--- config.mk ---
export PLATFORM = sky130hd
export DESIGN_NAME = crs_core
export DESIGN_NICKNAME = d
export VERILOG_FILES = /design/src/core/crs_pkg.sv /design/src/core/crs_core.sv /design/src/core/crs_mem.sv
export SDC_FILE = /design/constraint.sdc
export NUM_CORES = 2
export LEC_CHECK = 0
export ABC_AREA = 1
export ABC_CLOCK_PERIOD_IN_PS = 18430
export BUFFER_PORTS_ARGS = -buffer_cell sky130_fd_sc_hd__buf_2
export CAP_MARGIN = 10
export CORE_MARGIN = 3
export CORE_UTILIZATION = 51
export CTS_BUF_LIST = sky130_fd_sc_hd__clkbuf_2 sky130_fd_sc_hd__clkbuf_4 sky130_fd_sc_hd__clkbuf_8
export CTS_CLUSTER_DIAMETER = 80
export DETAILED_ROUTE_END_ITERATION = 8
export GPL_TIMING_DRIVEN = 0
export HOLD_SLACK_MARGIN = 0.15
export PLACE_DENSITY = 0.66
export SLEW_MARGIN = 10
export SYNTH_ARGS = -nofsm -noshare
export SYNTH_HDL_FRONTEND = slang
export SYNTH_HIERARCHICAL = 1
export SYNTH_SLANG_ARGS = --single-unit
--- constraint.sdc ---
create_clock -name sys_clk_in -period 18.43 [get_ports sys_clk_in]
set_clock_uncertainty 0.05 [all_clocks]
set_input_delay 2.7645 -clock sys_clk_in [delete_from_list [all_inputs] [get_ports sys_clk_in]]
set_output_delay 2.7645 -clock sys_clk_in [all_outputs]
set_load 0.03 [all_outputs]
--- src/core/crs_pkg.sv ---
`default_nettype none
package crs_pkg;

  // register byte offsets
  localparam logic [11:0] OFS_ACC    = 12'h000;
  localparam logic [11:0] OFS_IDX_X  = 12'h004;
  localparam logic [11:0] OFS_IDX_Y  = 12'h008;
  localparam logic [11:0] OFS_MODE   = 12'h00c;
  localparam logic [11:0] OFS_CMD    = 12'h010;
  localparam logic [11:0] OFS_STATUS = 12'h014;
  // data memory window: paddr[11:10] == MEM_WIN, byte index in paddr[9:2]
  localparam logic [1:0]  MEM_WIN    = 2'h1;

  // reset values
  localparam logic [7:0]  ACC_RST    = 8'h00;
  localparam logic [7:0]  IDX_RST    = 8'h00;
  localparam logic [7:0]  OPC_RST    = 8'h00;
  localparam logic        MODE_RST   = 1'b0;
  // synchroniser idle levels: bit0 reset pin (high), bit1 wake (low)
  localparam logic [1:0]  PIN_RST    = 2'h1;

  // field positions
  localparam int MODE_M2M_BIT = 0;
  localparam int CMD_OPC_LSB  = 0;
  localparam int CMD_OPND_LSB = 8;
  localparam int ST_BUSY_BIT  = 0;
  localparam int ST_WAIT_BIT  = 1;
  localparam int ST_STOP_BIT  = 2;
  localparam int ST_ILL_BIT   = 3;
  localparam int ST_EA_LSB    = 8;

  // opcodes
  localparam logic [7:0] OPC_NOP     = 8'h00;
  localparam logic [7:0] OPC_LDA_IMM = 8'h01;
  localparam logic [7:0] OPC_LDA_X   = 8'h02;
  localparam logic [7:0] OPC_LDA_Y   = 8'h03;
  localparam logic [7:0] OPC_STA_X   = 8'h04;
  localparam logic [7:0] OPC_STA_Y   = 8'h05;
  localparam logic [7:0] OPC_ADD     = 8'h06;
  localparam logic [7:0] OPC_MUL     = 8'h08;
  localparam logic [7:0] OPC_DIV     = 8'h09;
  localparam logic [7:0] OPC_WAIT    = 8'h0a;
  localparam logic [7:0] OPC_STOP    = 8'h0b;
  localparam logic [7:0] OPC_FSET    = 8'h0c;
  localparam logic [7:0] OPC_SHLW    = 8'h0d;
  localparam logic [7:0] DIV0_QUOT   = 8'hff;

  typedef enum logic [5:0] {
    ST_IDLE = 6'h01,
    ST_RD_A = 6'h02,
    ST_RD_B = 6'h04,
    ST_EXEC = 6'h08,
    ST_WAIT = 6'h10,
    ST_STOP = 6'h20
  } crs_state_t;

endpackage
`default_nettype wire

--- src/core/crs_core.sv ---
// Behaviour
// - low reset pin holds core in reset
// - fast-set and shift-left-word opcodes rejected
// - multiply and divide execute
// - wait instruction is supported
// - stop instruction is supported
// - accumulator is eight bits wide
// - data moves mainly through the accumulator
// - index X and Y are eight bits
// - indexed address is operand plus index
// - memory mode uses X as second address
// - memory mode result written via X
//
// Local design decisions: the register addresses and the APB slave port.
`timescale 1ns/100ps
`default_nettype none
module crs_core (
  input  wire logic        sys_clk_in,
  input  wire logic        sys_rst_in,
  input  wire logic        reset_pin_n_in,
  input  wire logic        wake_in,
  input  wire logic        psel_in,
  input  wire logic        penable_in,
  input  wire logic        pwrite_in,
  input  wire logic [11:0] paddr_in,
  input  wire logic [31:0] pwdata_in,
  output logic             pready_out,
  output logic      [31:0] prdata_out,
  output logic             pslverr_out,
  output logic             halted_out,
  output logic             osc_run_out
);

  crs_pkg::crs_state_t state_r;
  crs_pkg::crs_state_t state_nxt;

  logic [1:0]  pin_raw;
  logic [1:0]  s1_r;
  logic [1:0]  s2_r;
  logic [1:0]  s3_r;
  logic [1:0]  lvl_r;
  logic        core_rst;
  logic        wake_lvl;
  logic [7:0]  acc_r;
  logic [7:0]  idx_x_r;
  logic [7:0]  idx_y_r;
  logic        mode_t_r;
  logic [7:0]  opc_r;
  logic [7:0]  opnd_r;
  logic [7:0]  ea_r;
  logic [7:0]  ea_nxt;
  logic [7:0]  data1_r;
  logic        illegal_r;
  logic        mem_pend_r;
  logic        acc_ph;
  logic        is_mem;
  logic        core_busy;
  logic        idle;
  logic        reg_go;
  logic        mem_go;
  logic        apb_done;
  logic        cmd_wr;
  logic        wr_refused;
  logic        unmapped;
  logic [31:0] rd_val;
  logic [7:0]  new_opc;
  logic [7:0]  new_opnd;
  logic        opc_mem;
  logic        opc_legal;
  logic [7:0]  mem_addr;
  logic        mem_we;
  logic [7:0]  mem_wdata;
  logic [7:0]  mem_rdata;
  logic [15:0] product;

  // three-stage pin synchronisers, level accepted once stages 2 and 3 agree
  assign pin_raw = {wake_in, reset_pin_n_in};

  always_ff @(posedge sys_clk_in or posedge sys_rst_in) begin
    if (sys_rst_in) begin
      s1_r  <= crs_pkg::PIN_RST;
      s2_r  <= crs_pkg::PIN_RST;
      s3_r  <= crs_pkg::PIN_RST;
      lvl_r <= crs_pkg::PIN_RST;
    end else begin
      s1_r  <= pin_raw;
      s2_r  <= s1_r;
      s3_r  <= s2_r;
      lvl_r <= (lvl_r & (s2_r ^ s3_r)) | (s3_r & ~(s2_r ^ s3_r));
    end
  end

  assign core_rst = ~lvl_r[0];
  assign wake_lvl = lvl_r[1];

  // bus decode
  assign acc_ph    = psel_in & penable_in & ~pready_out;
  assign is_mem    = (paddr_in[11:10] == crs_pkg::MEM_WIN);
  assign core_busy = (state_r == crs_pkg::ST_RD_A) | (state_r == crs_pkg::ST_RD_B) |
                     (state_r == crs_pkg::ST_EXEC);
  assign idle      = (state_r == crs_pkg::ST_IDLE);
  assign reg_go    = acc_ph & ~is_mem;
  assign mem_go    = acc_ph & is_mem & ~core_busy & ~mem_pend_r;
  assign apb_done  = reg_go | (mem_go & pwrite_in) | mem_pend_r;
  assign new_opc   = pwdata_in[crs_pkg::CMD_OPC_LSB +: 8];
  assign new_opnd  = pwdata_in[crs_pkg::CMD_OPND_LSB +: 8];
  assign cmd_wr    = reg_go & pwrite_in & (paddr_in == crs_pkg::OFS_CMD) & idle & ~core_rst;

  always_comb begin
    unmapped   = 1'b0;
    wr_refused = 1'b0;
    rd_val     = 32'h0000_0000;
    case (paddr_in)
      crs_pkg::OFS_ACC: begin
        rd_val     = {24'h00_0000, acc_r};
        wr_refused = ~idle;
      end
      crs_pkg::OFS_IDX_X: begin
        rd_val     = {24'h00_0000, idx_x_r};
        wr_refused = ~idle;
      end
      crs_pkg::OFS_IDX_Y: begin
        rd_val     = {24'h00_0000, idx_y_r};
        wr_refused = ~idle;
      end
      crs_pkg::OFS_MODE: begin
        rd_val[crs_pkg::MODE_M2M_BIT] = mode_t_r;
        wr_refused = ~idle;
      end
      crs_pkg::OFS_CMD: begin
        rd_val[crs_pkg::CMD_OPC_LSB +: 8]  = opc_r;
        rd_val[crs_pkg::CMD_OPND_LSB +: 8] = opnd_r;
        wr_refused = ~idle;
      end
      crs_pkg::OFS_STATUS: begin
        rd_val[crs_pkg::ST_BUSY_BIT]     = core_busy;
        rd_val[crs_pkg::ST_WAIT_BIT]     = (state_r == crs_pkg::ST_WAIT);
        rd_val[crs_pkg::ST_STOP_BIT]     = (state_r == crs_pkg::ST_STOP);
        rd_val[crs_pkg::ST_ILL_BIT]      = illegal_r;
        rd_val[crs_pkg::ST_EA_LSB +: 8]  = ea_r;
      end
      default: begin
        unmapped = 1'b1;
      end
    endcase
  end

  // registered bus answer, one pready pulse per transfer
  always_ff @(posedge sys_clk_in or posedge sys_rst_in) begin
    if (sys_rst_in) begin
      pready_out  <= 1'b0;
      pslverr_out <= 1'b0;
      prdata_out  <= 32'h0000_0000;
      mem_pend_r  <= 1'b0;
    end else begin
      pready_out  <= apb_done;
      pslverr_out <= reg_go & (unmapped | (pwrite_in & wr_refused));
      mem_pend_r  <= mem_go & ~pwrite_in;
      if (mem_pend_r) begin
        prdata_out <= {24'h00_0000, mem_rdata};
      end else if (reg_go & ~pwrite_in) begin
        prdata_out <= rd_val;
      end else begin
        prdata_out <= 32'h0000_0000;
      end
    end
  end

  // opcode classes; excluded and unknown codes are illegal
  always_comb begin
    opc_mem   = 1'b0;
    opc_legal = 1'b1;
    ea_nxt    = new_opnd;
    case (new_opc)
      crs_pkg::OPC_LDA_X, crs_pkg::OPC_STA_X, crs_pkg::OPC_MUL, crs_pkg::OPC_DIV: begin
        opc_mem = 1'b1;
        ea_nxt  = new_opnd + idx_x_r;
      end
      crs_pkg::OPC_LDA_Y, crs_pkg::OPC_STA_Y: begin
        opc_mem = 1'b1;
        ea_nxt  = new_opnd + idx_y_r;
      end
      crs_pkg::OPC_ADD: begin
        opc_mem = 1'b1;
      end
      crs_pkg::OPC_NOP, crs_pkg::OPC_LDA_IMM, crs_pkg::OPC_WAIT, crs_pkg::OPC_STOP: begin
        opc_mem = 1'b0;
      end
      crs_pkg::OPC_FSET, crs_pkg::OPC_SHLW: begin
        opc_legal = 1'b0;
      end
      default: begin
        opc_legal = 1'b0;
      end
    endcase
  end

  always_comb begin
    state_nxt = state_r;
    if (core_rst) begin
      state_nxt = crs_pkg::ST_IDLE;
    end else begin
      case (state_r)
        crs_pkg::ST_IDLE: begin
          if (cmd_wr & opc_legal & opc_mem) begin
            state_nxt = crs_pkg::ST_RD_A;
          end else if (cmd_wr & (new_opc == crs_pkg::OPC_WAIT)) begin
            state_nxt = crs_pkg::ST_WAIT;
          end else if (cmd_wr & (new_opc == crs_pkg::OPC_STOP)) begin
            state_nxt = crs_pkg::ST_STOP;
          end
        end
        crs_pkg::ST_RD_A: state_nxt = crs_pkg::ST_RD_B;
        crs_pkg::ST_RD_B: state_nxt = crs_pkg::ST_EXEC;
        crs_pkg::ST_EXEC: state_nxt = crs_pkg::ST_IDLE;
        crs_pkg::ST_WAIT, crs_pkg::ST_STOP: begin
          if (wake_lvl) begin
            state_nxt = crs_pkg::ST_IDLE;
          end
        end
        default: state_nxt = crs_pkg::ST_IDLE;
      endcase
    end
  end

  always_ff @(posedge sys_clk_in or posedge sys_rst_in) begin
    if (sys_rst_in) begin
      state_r     <= crs_pkg::ST_IDLE;
      halted_out  <= 1'b0;
      osc_run_out <= 1'b1;
    end else begin
      state_r     <= state_nxt;
      halted_out  <= (state_nxt == crs_pkg::ST_WAIT) | (state_nxt == crs_pkg::ST_STOP);
      osc_run_out <= (state_nxt != crs_pkg::ST_STOP);
    end
  end

  // command capture
  always_ff @(posedge sys_clk_in or posedge sys_rst_in) begin
    if (sys_rst_in) begin
      opc_r   <= crs_pkg::OPC_RST;
      opnd_r  <= crs_pkg::IDX_RST;
      ea_r    <= crs_pkg::IDX_RST;
      data1_r <= crs_pkg::ACC_RST;
    end else begin
      if (cmd_wr) begin
        opc_r  <= new_opc;
        opnd_r <= new_opnd;
        ea_r   <= ea_nxt;
      end
      if (state_r == crs_pkg::ST_RD_B) begin
        data1_r <= mem_rdata;
      end
    end
  end

  // sticky illegal flag, write one to clear, set wins
  always_ff @(posedge sys_clk_in or posedge sys_rst_in) begin
    if (sys_rst_in) begin
      illegal_r <= 1'b0;
    end else if (cmd_wr & ~opc_legal) begin
      illegal_r <= 1'b1;
    end else if (reg_go & pwrite_in & (paddr_in == crs_pkg::OFS_STATUS) & pwdata_in[crs_pkg::ST_ILL_BIT]) begin
      illegal_r <= 1'b0;
    end
  end

  always_ff @(posedge sys_clk_in or posedge sys_rst_in) begin
    if (sys_rst_in) begin
      mode_t_r <= crs_pkg::MODE_RST;
    end else if (core_rst) begin
      mode_t_r <= crs_pkg::MODE_RST;
    end else if (reg_go & pwrite_in & idle & (paddr_in == crs_pkg::OFS_MODE)) begin
      mode_t_r <= pwdata_in[crs_pkg::MODE_M2M_BIT];
    end
  end

  assign product = 16'(acc_r) * 16'(data1_r);

  // accumulator and index registers
  always_ff @(posedge sys_clk_in or posedge sys_rst_in) begin
    if (sys_rst_in) begin
      acc_r   <= crs_pkg::ACC_RST;
      idx_x_r <= crs_pkg::IDX_RST;
      idx_y_r <= crs_pkg::IDX_RST;
    end else if (core_rst) begin
      acc_r   <= crs_pkg::ACC_RST;
      idx_x_r <= crs_pkg::IDX_RST;
      idx_y_r <= crs_pkg::IDX_RST;
    end else if (state_r == crs_pkg::ST_EXEC) begin
      case (opc_r)
        crs_pkg::OPC_LDA_X, crs_pkg::OPC_LDA_Y: acc_r <= data1_r;
        crs_pkg::OPC_ADD: begin
          if (!mode_t_r) begin
            acc_r <= acc_r + data1_r;
          end
        end
        crs_pkg::OPC_MUL: begin
          {idx_y_r, acc_r} <= product;
        end
        crs_pkg::OPC_DIV: begin
          if (data1_r == 8'h00) begin
            acc_r   <= crs_pkg::DIV0_QUOT;
            idx_y_r <= acc_r;
          end else begin
            acc_r   <= acc_r / data1_r;
            idx_y_r <= acc_r % data1_r;
          end
        end
        default: acc_r <= acc_r;
      endcase
    end else if (cmd_wr & (new_opc == crs_pkg::OPC_LDA_IMM)) begin
      acc_r <= new_opnd;
    end else if (reg_go & pwrite_in & idle) begin
      case (paddr_in)
        crs_pkg::OFS_ACC:   acc_r   <= pwdata_in[7:0];
        crs_pkg::OFS_IDX_X: idx_x_r <= pwdata_in[7:0];
        crs_pkg::OFS_IDX_Y: idx_y_r <= pwdata_in[7:0];
        default:            acc_r   <= acc_r;
      endcase
    end
  end

  // memory port: core first, bus only while core is not sequencing
  always_comb begin
    mem_addr  = paddr_in[9:2];
    mem_we    = mem_go & pwrite_in;
    mem_wdata = pwdata_in[7:0];
    case (state_r)
      crs_pkg::ST_RD_A: mem_addr = ea_r;
      crs_pkg::ST_RD_B: mem_addr = idx_x_r;
      crs_pkg::ST_EXEC: begin
        mem_we    = 1'b0;
        mem_addr  = ea_r;
        mem_wdata = acc_r;
        if ((opc_r == crs_pkg::OPC_STA_X) | (opc_r == crs_pkg::OPC_STA_Y)) begin
          mem_we = 1'b1;
        end else if ((opc_r == crs_pkg::OPC_ADD) & mode_t_r) begin
          mem_we    = 1'b1;
          mem_addr  = idx_x_r;
          mem_wdata = mem_rdata + data1_r;
        end
      end
      default: mem_addr = paddr_in[9:2];
    endcase
  end

  crs_mem u_mem (
    .clk_in    (sys_clk_in),
    .rst_in    (sys_rst_in),
    .we_in     (mem_we),
    .addr_in   (mem_addr),
    .wdata_in  (mem_wdata),
    .rdata_out (mem_rdata)
  );
endmodule
`default_nettype wire

--- src/core/crs_mem.sv ---
`timescale 1ns/100ps
`default_nettype none
module crs_mem (
  input  wire logic       clk_in,
  input  wire logic       rst_in,
  input  wire logic       we_in,
  input  wire logic [7:0] addr_in,
  input  wire logic [7:0] wdata_in,
  output logic      [7:0] rdata_out
);

  logic [7:0] mem_r [0:255];

  always_ff @(posedge clk_in) begin
    if (we_in) begin
      mem_r[addr_in] <= wdata_in;
    end
  end

  always_ff @(posedge clk_in or posedge rst_in) begin
    if (rst_in) begin
      rdata_out <= 8'h00;
    end else begin
      rdata_out <= mem_r[addr_in];
    end
  end

endmodule
`default_nettype wire

==> reports/metrics.csv <==
stage;metric;value;unit
outcome;status;completed;
timing;post-route setup TNS;0;ns
setup_path;Worst path max stage delay;0.79;ns
layout;synthesis-to-finish area growth;13.3;%
routing;Post-route DRC;0;
clock_network;Post-CTS Hold Fix Bufs;0;
setup_path;crit path kind;flop to flop;
routing;WL final;298;mm
layout;layout cells sized above 1;9.94;%
routing;average wire per standard cell;23.4;um
die;initial core utilization;51.6;%
routing;1st-iter DRT viols;8348;
power_and_ir_drop;Switching Share;35.4;%
die;Core ar.;184000;sq um
power_and_ir_drop;PD cells;135;nW/um^2
setup_path;critical path data required time;19.26;ns
logic_synthesis;Synthesis Warnings;6;
global_routing;pin count of the biggest net entering global routing;48;
timing;Final Setup Violations;0;
setup_path;CP arrival;13.11;ns
die;Die W;438;um
logic_synthesis;Commonest cells post-synth;nand2_1 (5108), edfxtp_1 (2048), nor2_1 (445), inv_1 (291), nand3_1 (263);
clock_network;Clock Sinks;2149;
global_routing;initial antenna violation count;22;
clock_network;H-tree levels;5;
logic_synthesis;Post-synth ARST share;4.70;%
clock_network;post_cts resized;0;
routing;routed vias;69700;
power_and_ir_drop;clock share of power;28.0;%
global_routing;first-pass GRT wire length;432;mm
global_routing;total grt overflow;0;
timing;fin. max-slew vios;0;
clock_network;post-CTS setup buffers;0;
logic_synthesis;Post-synth EDFFs;2048;
power_and_ir_drop;share of total power in sequential cells;37.1;%
clock_network;CTS tree;yes;
logic_synthesis;sequential cell area fraction in the yosys report;67.4;%
placed_design;routability cong.;0.986;
routing;Via-to-Cell Ratio;5.47;
placed_design;DP Worst Slack;6.37;ns
power_and_ir_drop;VDD IR-drop max;864;uV
power_and_ir_drop;Int Pwr;0.00936;W
setup_path;Top cell by count, worst path;nand2_1;
clock_network;Worst-path clk slew;0.06;ns
logic_synthesis;ys flop type;edfxtp_1;
timing;RSZ-0062 raised after global routing;no;
clock_network;Max clock buf depth;4;
placed_design;IO buf count;52;
die;IO Count;87;
setup_path;largest fanout on the critical path;14;
timing;Final min period;12.28;ns
job;Max Cap Viol;0;
die;Placement Rows;157;
setup_path;startpoint types;flop;
global_routing;vias in the first global route;66000;
logic_synthesis;Yosys reg bits;2149;
power_and_ir_drop;combinational fraction of design power;34.9;%
placed_design;placed wire-length estimate;217;mm
timing;Fin. Hold Viols;0;
logic_synthesis;top cells by area, synth;edfxtp_1 (65%), nand2_1 (20%), dfrtp_1 (2.5%);
logic_synthesis;synthesized area;95000;sq um
power_and_ir_drop;Switch Pwr;0.00512;W
logic_synthesis;Syn Area/Cell;10.0;sq um
power_and_ir_drop;total power;0.0145;W
clock_network;Skew-Pair Late Insertion Delay;1.03;ns
layout;Final #Nets;10200;
setup_path;Worst setup EP type;flop;
timing;Worst Slack Setup Final;6.15;ns
die;Die Height;438;um
logic_synthesis;top-area cell type share of the netlist area;64.7;%
clock_network;TritonCTS Buffers;362;
power_and_ir_drop;leakage;44.8;nW
logic_synthesis;most numerous cell in the Yosys netlist;nand2_1;
timing;post-route clock period utilization;66.6;%
routing;DR pass1 iterations;9;
logic_synthesis;number of distinct library cells after synthesis;59;
logic_synthesis;Yosys top cell by area;edfxtp_1;
timing;Worst-Margin Slew;1.31;ns
global_routing;Global Route Usage Sum;30.8;%
die;die area;191000;sq um
min_path;Hold Path Class;flop to flop;
routing;ANT nets after route;0;
logic_synthesis;synthesized instance count;9463;
setup_path;CP max-delay cell;dfrtp_1;
layout;Fillers;15500;
timing;Worst slew margin;12.5;%
clock_network;clock root buffer;clkbuf_8;
timing;Max Freq;81.4;MHz
[layout by cell type, fill, tap and decap left out, types with 24 or more instances in the layout]
cell type     n
buf_4        51
o21ai_0     131
ha_1         98
clkbuf_8    372
a21oi_1     113
nor2_1      443
clkbuf_4    124
nand3_1     263
buf_2       240
clkbuf_1    188
nand2_1    5108
clkinv_2     30
fa_1         40
nor3_1       24
o21ai_1     131
edfxtp_1   2048
buf_8        45
dfrtp_1      95
inv_1       290
buf_16       39
buf_1        52
clkinv_1     76
[cell families after synthesis]
logic type,synth area share [%]
AND/OR/NAND/NOR,23.9
flip-flops,67.4
buffers and inverters,3.49
AO/OA/AOI/OAI,2.70
adder cells (fa/ha/maj),2.16
XOR/XNOR,0.304
multiplexers,0.0211
other,0.00395
[flip-flops by register name (all words and copies together) (netlist names), named ones only]
| register | count |
|---|---|
| mem_pend_r | 1 |
| u_mem/rdata_out | 8 |
| state_r | 6 |
| u_mem/mem_r | 2048 |
| pready_out | 1 |
| mode_t_r | 1 |
| opnd_r | 8 |
| illegal_r | 1 |
| osc_run_out | 1 |
| acc_r | 8 |
| s2_r | 2 |
| ea_r | 8 |
| idx_x_r | 8 |
| idx_y_r | 8 |
| s3_r | 2 |
| opc_r | 8 |
| prdata_out | 16 |
| halted_out | 1 |
| data1_r | 8 |
| pslverr_out | 1 |
| s1_r | 2 |
[layer usage]
metal	vias to the layer above	track usage [%]	part of all wire (%)
met3	685	6.34	9.3
met1	33400	41.3	40
met4	6	17.1	6.0
li1	32200	-	-
met5	-	0	0.0087
met2	3382	47.1	45
[power groups by stage]
stage	registers, W	logic [W]	clock network, W
2_1_floorplan	0.00551	0.00368	0
3_3_place_gp	0.00559	0.00480	0
3_5_place_dp	0.00547	0.00497	0
4_1_cts	0.00537	0.00500	0.00413
5_1_grt	0.00537	0.00567	0.00434
6_report	0.00537	0.00505	0.00406
[metrics by stage]
step	instances	util, %	instance area, sq um	hold WS, ns
final	12800	58.5	108000	0.310
after global routing	12700	58.4	108000	0.319
after CTS	12700	58.4	108000	0.314
after detailed placement	12100	54.8	101000	0.302
after global placement	12000	53.5	98400	0.288
after floorplan	9478	-	95000	0.281
[path summary, 6_finish.rpt]
kind / start / end / slack (ns) / depth (start not counted)
max in group asynchronous: sys_rst_in / s1_r[0]$_DFF_PP1_ / 15.77 / 3
max: data1_r[0]$_DFFE_PP0N_ / idx_y_r[1]$_DFFE_PP0P_ / 6.15 / 64
min in group asynchronous: sys_rst_in / u_mem/rdata_out[6]$_DFF_PP0_ / 1.70 / 2
max reg2reg: data1_r[0]$_DFFE_PP0N_ / idx_y_r[1]$_DFFE_PP0P_ / 6.15 / 64
min reg2reg: s1_r[1]$_DFF_PP0_ / s2_r[1]$_DFF_PP0_ / 0.31 / 0
min: s1_r[1]$_DFF_PP0_ / s2_r[1]$_DFF_PP0_ / 0.31 / 0
[final cells by class]
type	count	area [sq um]	share of cell area, %
clock buffer	496	6050	5.62
sequential	2149	64000	59.5
multi-input combinational	6550	27800	25.9
timing repair buffer	182	2520	2.34
tap	2464	3080	2.87
buffer	469	2150	2.00
clock inverter	120	724	0.673
inverter	310	1170	1.09
antenna	11	27.5	0.0256
[worst max-delay path: cells and delay by family (launching register included)]
family          cells  cell delay (ns)
fa+ha+maj           8             2.66
compound gates     17             3.14
simple gates       32             4.34
buf+inv             7             1.15
flops               1             0.79
No activity file was read; power rests on OpenSTA's default activity.
